$ cat src/verilog/haptic_loop_pkg.sv
// Constants and types shared by the drive loop configuration block
package haptic_loop_pkg;

    // ************************************************************
    // Register map
    // ************************************************************
    localparam logic [7:0] CFG_OFFSET = 8'h08;
    localparam logic [7:0] CFG_RESET  = 8'h88;
    localparam logic [7:0] RD_UNMAPPED = 8'h00;

    // ************************************************************
    // Field encodings
    // ************************************************************
    localparam logic ACT_ROTATING_MASS = 1'b0;
    localparam logic ACT_RESONANT_LIN  = 1'b1;
    localparam logic LOOP_CLOSED       = 1'b0;
    localparam logic LOOP_OPEN         = 1'b1;

    // ************************************************************
    // Sample path
    // ************************************************************
    localparam int         SAMPLE_W       = 8;
    localparam logic [7:0] STEP_THRESHOLD = 8'h20;
    localparam logic [7:0] SAMPLE_ZERO    = 8'h00;

    typedef struct packed {
        logic       actuator_type_sel;
        logic       open_loop_sel;
        logic       hybrid_loop_sel;
        logic       open_loop_autobrake_en;
        logic       standby_autobrake_en;
        logic       input_step_check_en;
        logic [1:0] reserved;
    } loop_cfg_type;

    typedef enum logic [1:0] {
        ST_STANDBY = 2'b00,
        ST_PLAY    = 2'b01,
        ST_CHECK   = 2'b10,
        ST_BRAKE   = 2'b11
    } drive_state_type;

    typedef struct packed {
        logic closed_loop;
        logic hybrid;
        logic brake;
        logic standby;
    } drive_out_type;

    typedef struct packed {
        loop_cfg_type    cfg;
        drive_state_type st;
        logic [7:0]      rdata;
        logic            rvalid;
        logic            trig_prev;
        logic            sample_brake;
        drive_out_type   drive;
    } main_state_type;

    typedef struct packed {
        logic [SAMPLE_W-1:0] prev;
    } step_state_type;

endpackage

$ cat src/verilog/haptic_drive_loop_config.sv
// Drive loop configuration register and loop/brake/standby sequencing
// Behaviour
// RQ1: Bit 7 selects actuator type, resets resonant.
// RQ2: Host sets actuator type before calibration.
// RQ3: Bit 6 selects closed or open loop.
// RQ4: Bit 5 selects full or hybrid closed loop.
// RQ5: Open-loop autobrake: nonpositive sample brakes closed-loop.
// RQ6: Positive samples still play open loop.
// RQ7: Open-loop autobrake off after reset.
// RQ8: Host enables autobrake only after calibration.
// RQ9: Standby request while playing brakes first.
// RQ10: Brake only if actuator is moving.
// RQ11: Bit clear: standby at once; resets set.
// RQ12: Step check: open loop unless step large.
// RQ13: Step check ignored outside hybrid mode.
// RQ14: Level trigger deassertion requests standby.
// RQ15: Mode rewrite during process forces standby.
// RQ16: Step threshold fixed, absolute amplitude difference.
// RQ17: Reserved bits store, read back, no effect.
`timescale 1ns/10ps
module haptic_drive_loop_config (
    input  wire logic                                 sys_clk,
    input  wire logic                                 nrst,
    input  wire logic                                 reg_wr,
    input  wire logic                                 reg_rd,
    input  wire logic [7:0]                           reg_addr,
    input  wire logic [7:0]                           reg_wdata,
    output logic [7:0]                                reg_rdata,
    output logic                                      reg_rvalid,
    input  wire logic                                 play_start,
    input  wire logic                                 play_done,
    input  wire logic                                 idle_timeout,
    input  wire logic                                 trig_level_mode,
    input  wire logic                                 trigger_irq_pin_in,
    input  wire logic                                 mode_rewrite,
    input  wire logic                                 actuator_moving,
    input  wire logic                                 brake_done,
    input  wire logic                                 sample_valid,
    input  wire logic [haptic_loop_pkg::SAMPLE_W-1:0] sample_data,
    output logic                                      actuator_type_sel,
    output haptic_loop_pkg::drive_out_type            drive
);

    // ************************************************************
    // State
    // ************************************************************
    haptic_loop_pkg::main_state_type cur;
    haptic_loop_pkg::main_state_type next_cur;
    logic                            large_step;
    logic                            lvl_drop;
    logic                            stby_req;
    logic                            cfg_hit;
    logic [1:0]                      dec;

    step_check u_step (
        .sys_clk      (sys_clk),
        .nrst         (nrst),
        .sample_valid (sample_valid),
        .sample_data  (sample_data),
        .large_step   (large_step)
    );

    // Returns {closed loop, brake} for one sample
    function automatic logic [1:0] loop_decision(
        input haptic_loop_pkg::loop_cfg_type        c,
        input logic [haptic_loop_pkg::SAMPLE_W-1:0] s,
        input logic                                 big
    );
        logic nonpos;
        nonpos = s[haptic_loop_pkg::SAMPLE_W-1] || (s == haptic_loop_pkg::SAMPLE_ZERO);
        if (c.open_loop_sel == haptic_loop_pkg::LOOP_OPEN) begin // RQ3
            if (c.open_loop_autobrake_en && nonpos) begin // RQ5 RQ7
                loop_decision = 2'b11;
            end else begin
                loop_decision = 2'b00; // RQ6
            end
        end else if (c.hybrid_loop_sel && c.input_step_check_en) begin // RQ4 RQ13
            loop_decision = {big, 1'b0}; // RQ12
        end else begin
            loop_decision = 2'b10;
        end
    endfunction

    // ************************************************************
    // Next state
    // ************************************************************
    always_comb begin
        next_cur = cur;
        next_cur.rvalid = 1'b0;
        cfg_hit = (reg_addr == haptic_loop_pkg::CFG_OFFSET);
        // All eight bits stored, reserved ones included
        if (reg_wr && cfg_hit) begin
            next_cur.cfg = haptic_loop_pkg::loop_cfg_type'(reg_wdata); // RQ17
        end
        if (reg_rd) begin
            next_cur.rvalid = 1'b1;
            next_cur.rdata = cfg_hit ? cur.cfg : haptic_loop_pkg::RD_UNMAPPED;
        end
        next_cur.trig_prev = trigger_irq_pin_in;
        lvl_drop = trig_level_mode && cur.trig_prev && !trigger_irq_pin_in; // RQ14
        stby_req = idle_timeout || lvl_drop;
        case (cur.st)
            haptic_loop_pkg::ST_STANDBY: begin
                if (play_start) begin
                    next_cur.st = haptic_loop_pkg::ST_PLAY;
                end
            end
            haptic_loop_pkg::ST_PLAY: begin
                if (stby_req) begin
                    next_cur.st = cur.cfg.standby_autobrake_en ? haptic_loop_pkg::ST_CHECK
                                                               : haptic_loop_pkg::ST_STANDBY; // RQ9 RQ11
                end else if (play_done) begin
                    next_cur.st = haptic_loop_pkg::ST_STANDBY;
                end
            end
            haptic_loop_pkg::ST_CHECK: begin
                // One cycle to look at the motion sense before committing to a brake
                next_cur.st = actuator_moving ? haptic_loop_pkg::ST_BRAKE
                                              : haptic_loop_pkg::ST_STANDBY; // RQ10
            end
            haptic_loop_pkg::ST_BRAKE: begin
                if (brake_done) begin
                    next_cur.st = haptic_loop_pkg::ST_STANDBY;
                end
            end
            default: begin
                next_cur.st = haptic_loop_pkg::ST_STANDBY;
            end
        endcase
        // Overrides any braking in progress; the mode change wins
        if (mode_rewrite) begin
            next_cur.st = haptic_loop_pkg::ST_STANDBY; // RQ15
        end
        dec = loop_decision(cur.cfg, sample_data, large_step);
        if (cur.st == haptic_loop_pkg::ST_PLAY && sample_valid) begin
            next_cur.drive.closed_loop = dec[1];
            next_cur.sample_brake = dec[0];
        end
        if (next_cur.st != haptic_loop_pkg::ST_PLAY) begin
            next_cur.sample_brake = 1'b0;
        end
        if (next_cur.st == haptic_loop_pkg::ST_BRAKE) begin
            next_cur.drive.closed_loop = 1'b1;
        end
        next_cur.drive.hybrid = (next_cur.cfg.open_loop_sel == haptic_loop_pkg::LOOP_CLOSED)
                                && next_cur.cfg.hybrid_loop_sel; // RQ4
        next_cur.drive.brake = (next_cur.st == haptic_loop_pkg::ST_BRAKE) || next_cur.sample_brake;
        next_cur.drive.standby = (next_cur.st == haptic_loop_pkg::ST_STANDBY);
    end

    // ************************************************************
    // Registers
    // ************************************************************
    always_ff @(posedge sys_clk or negedge nrst) begin
        if (!nrst) begin
            cur <= '0;
            cur.cfg <= haptic_loop_pkg::CFG_RESET; // RQ1 RQ7 RQ11
            cur.st <= haptic_loop_pkg::ST_STANDBY;
            cur.drive.closed_loop <= 1'b1;
            cur.drive.standby <= 1'b1;
        end else begin
            cur <= next_cur;
        end
    end

    assign reg_rdata = cur.rdata;
    assign reg_rvalid = cur.rvalid;
    assign actuator_type_sel = cur.cfg.actuator_type_sel; // RQ1
    assign drive = cur.drive;

    logic play_smp;
    logic steady;
    assign play_smp = (cur.st == haptic_loop_pkg::ST_PLAY) && sample_valid;
    assign steady = !stby_req && !play_done && !mode_rewrite;
endmodule // haptic_drive_loop_config

$ cat src/verilog/step_check.sv
// Step-size detector between consecutive requested amplitudes
`timescale 1ns/10ps
module step_check #(
    parameter logic [7:0] THRESHOLD = haptic_loop_pkg::STEP_THRESHOLD
) (
    input  wire logic                                 sys_clk,
    input  wire logic                                 nrst,
    input  wire logic                                 sample_valid,
    input  wire logic [haptic_loop_pkg::SAMPLE_W-1:0] sample_data,
    output logic                                      large_step
);
    localparam int W = haptic_loop_pkg::SAMPLE_W;

    haptic_loop_pkg::step_state_type cur;
    haptic_loop_pkg::step_state_type next_cur;
    logic signed [W:0]               diff;
    logic        [W:0]               mag;

    // Sign-extend by one bit so the difference never overflows
    always_comb begin
        diff = $signed({cur.prev[W-1], cur.prev}) - $signed({sample_data[W-1], sample_data});
        mag = diff[W] ? (W+1)'(-diff) : diff;
        large_step = (mag >= {1'b0, THRESHOLD}); // RQ16
        next_cur = cur;
        if (sample_valid) begin
            next_cur.prev = sample_data;
        end
    end

    always_ff @(posedge sys_clk or negedge nrst) begin
        if (!nrst) begin
            cur <= '0;
        end else begin
            cur <= next_cur;
        end
    end
endmodule // step_check

$ cat config.mk
export PLATFORM = sky130hd
export DESIGN_NAME = haptic_drive_loop_config
export DESIGN_NICKNAME = d
export VERILOG_FILES = /design/src/verilog/haptic_loop_pkg.sv /design/src/verilog/haptic_drive_loop_config.sv /design/src/verilog/step_check.sv
export SDC_FILE = /design/constraint.sdc
export NUM_CORES = 1
export LEC_CHECK = 0
export BUFFER_PORTS_ARGS = -buffer_cell sky130_fd_sc_hd__clkbuf_2
export CELL_PAD_IN_SITES_DETAIL_PLACEMENT = 2
export CELL_PAD_IN_SITES_GLOBAL_PLACEMENT = 2
export CORE_UTILIZATION = 30
export CTS_BUF_LIST = sky130_fd_sc_hd__clkbuf_4 sky130_fd_sc_hd__clkbuf_8 sky130_fd_sc_hd__clkbuf_16
export CTS_CLUSTER_DIAMETER = 50
export DETAILED_ROUTE_END_ITERATION = 10
export PLACE_DENSITY = 0.81
export SETUP_SLACK_MARGIN = 0.2
export SYNTH_ARGS = -nofsm -noshare
export SYNTH_HDL_FRONTEND = slang
export SYNTH_HIERARCHICAL = 1
export SYNTH_SLANG_ARGS = --single-unit
export TNS_END_PERCENT = 50
$ cat constraint.sdc
create_clock -name sys_clk -period 3.5 [get_ports sys_clk]
set_clock_uncertainty 0.1 [all_clocks]
set_input_delay 0.525 -clock sys_clk [delete_from_list [all_inputs] [get_ports sys_clk]]
set_output_delay 0.525 -clock sys_clk [all_outputs]
set_load 0.05 [all_outputs]
==> impl_metrics.py <==
metrics = {
    "detailed_routing": {
        "via_count": 1432,
        "routed_wl_um": 4610,
        "ant_nets": 0,
        "avgRoutedWirePerCell_um": 16.18,
        "drtPass1Iterations": 4,
        "via_per_inst": 5.025,
        "post-route-drc-count": 0,
        "drtIter0Drc": 52,
    },
    "floorplan": {
        "num_io_pins": 51,
        "die-area_um2": 6563,
        "start_util": 0.3145,
        "die_h_um": 81.02,
        "die_w_um": 81.02,
        "rows": 28,
        "core_um2": 5956,
    },
    "synthesis": {
        "synth-main-ff-cell": "dfrtp_1",
        "netlist.area_leader.share": 0.3874,
        "ys_ff_latch": 33,
        "syn-num-nets": 213,
        "syn_inst": 166,
        "avgSynthCellArea_um2": 11.28,
        "synth_seq_area_share": 0.4436,
        "synth_edf_count": 0,
        "async_reset_ff_frac": 1.000,
        "yosys_warnings": 6,
        "synth_common_cells": "dfrtp_1 (29), mux2_2 (17), inv_1 (15), buf_4 (13), ha_1 (9)",
        "yosysTopAreaCell": "dfrtp_1",
        "synthMostInstantiatedCell": "dfrtp_1",
        "ys_top_cells_by_area": "dfrtp_1 (39%), mux2_2 (10%), ha_1 (6.0%)",
        "syn_area_um2": 1873,
        "ys_types": 45,
    },
    "sta": {
        "finalCriticalPeriod_ns": 2.885,
        "hold_viol": 0,
        "setup_ws_ns": 0.6153,
        "max_slew.worst_pin.slew_ns": 0.8496,
        "rsz0062_at_grt": "no",
        "period_share": 0.8242,
        "whs_ns": 0.2303,
        "final-max-slew-violation-count": 0,
        "finalSetupViolCount": 0,
        "tns_ns": 0,
        "maxSlewHeadroom": 0.4336,
        "max_freq_ghz": 0.3467,
    },
    "critical_path": {
        "cp_max_fo": 2,
        "crit_path_start_kind": "flip-flop",
        "crit_required_ns": 3.61,
        "worstSetupPathType": "reg -> reg",
        "critPathCaptureType": "flip-flop",
        "worstPathArrival_ns": 3.00,
    },
    "global_routing": {
        "grt_max_degree": 34,
        "antenna_found_initial": 0,
        "grt_overflow": 0,
        "grt_pass1_vias": 1672,
        "grt_pass1_wl_um": 7810,
        "grtUsageTotal": 0.1617,
    },
    "cells_and_area": {
        "drive_above_1_share": 0.3952,
        "fill_cells": 660,
        "seq_area_um2": 830.8,
        "n_antenna_cell": 0,
        "multi_input_area_um2": 884.6,
        "syn_to_final_growth_pct": 19.37,
        "nets": 256,
    },
    "placement": {
        "port_buffers": 50,
        "place_hpwl_um": 3605,
        "place_ws_ns": 0.3206,
        "place_congestion": 0.7458,
    },
    "cts": {
        "cts_root_buffer": "clkbuf_8",
        "cts_buffers": 5,
        "cts.sinks": 33,
        "cts_tree": "built",
        "post_cts_buffers": 0,
        "clk_latency_ns": 0.29,
        "cts-htree-levels": 2,
        "cts_buffer_depth": 2,
        "cts_resized": 0,
        "holdBufCountCts": 0,
        "clk_pin_slew_ns": 0.07,
    },
    "pwr": {
        "peakVddDrop_v": 0.0001573,
        "p_leak_nw": 1.127,
        "power_density_nw_per_um2": 453.7,
        "power_mw": 1.014,
    },
    "outcome": {
        "status": "finished clean",
    },
    "run": {
        "max_cap_viol_count": 0,
    },
    "min_path": {
        "hp-class": "in -> async",
    },
}
[worst paths after layout]
check | start | endpoint | slack [ns] | cells past startpoint
setup reg to reg | u_step/cur[0]$_DFFE_PN0P_ | drive[3]$_DFFE_PN1P_ | 0.62 | 14
hold reg to reg | cur[18]$_DFFE_PN0P_ | reg_rdata[1]$_DFFE_PN0P_ | 0.40 | 1
setup / recovery | u_step/cur[0]$_DFFE_PN0P_ | drive[3]$_DFFE_PN1P_ | 0.62 | 14
min in group sys_clk | trigger_irq_pin_in | cur[5]$_DFF_PN0_ | 0.25 | 1
hold / removal | nrst | u_step/cur[3]$_DFFE_PN0P_ | 0.23 | 1
max in group asynchronous | nrst | u_step/cur[5]$_DFFE_PN0P_ | 2.54 | 1
[worst max-delay path: stages (launching register included)]
cell      delay (ns)
dfrtp_1         0.36
inv_1           0.07
ha_1            0.17
inv_1           0.06
fa_1            0.45
nor2b_1         0.18
nand3_1         0.10
mux2_2          0.29
a2111o_1        0.34
and2_1          0.17
o22a_1          0.15
inv_1           0.05
a31oi_1         0.07
a31oi_1         0.17
o211ai_1        0.10
[per-layer routing]
metal	track usage	share of wire	up-vias
met5	0	0	-
met4	0.08036	0.021	0
met3	0.04045	0.044	9
met2	0.2773	0.49	37
met1	0.1864	0.44	709
li1	-	-	677
[sequential cells by signal, indices dropped and copies added, names as in the netlist]
register           cells
cur                   11
reg_rvalid             1
reg_rdata              8
u_step/cur             8
drive                  4
actuator_type_sel      1
[cell type report]
class	count	share of cell area
inverter	15	0.02518
clock buffer	7	0.04029
timing repair buffer	50	0.1119
clock inverter	1	0.01343
multi-input combinational	104	0.3956
sequential	33	0.3716
tap	75	0.04197
[power breakdown]
group          switching, mW  internal, mW  total (mW)
Combinational          0.119        0.0905       0.209
Clock                  0.146         0.240       0.386
Sequential            0.0140         0.405       0.419
Total                  0.279         0.735        1.01
[through the flow]
stage	area, µm²	utilization	std cells
CTS	2236	0.3754	285
global placement	2116	0.3553	277
floorplan	1873	-	166
global route	2236	0.3754	285
finish	2236	0.3754	285
detailed placement	2116	0.3553	277
[cell usage in the layout, fill, tap and decap left out, types with 3 or more instances in the layout]
master	count
clkbuf_2	50
dfrtp_1	29
mux2_2	17
inv_1	15
ha_1	9
a22o_1	8
clkbuf_8	6
nor3_1	5
nand2_1	5
nor2_1	5
o21ai_0	4
a21o_1	4
a31oi_1	4
dfstp_2	4
nand2b_1	3
nand3b_1	3
o211ai_1	3
[cells by family after synthesis]
group	count (synthesis)	synth area share
simple gates	38	0.1396
compound gates	36	0.1456
flops	33	0.4436
buf+inv	29	0.08416
mux	17	0.1022
fa+ha+maj	10	0.07081
xor+xnor	3	0.01403
Power figures use the tool's default switching activity.
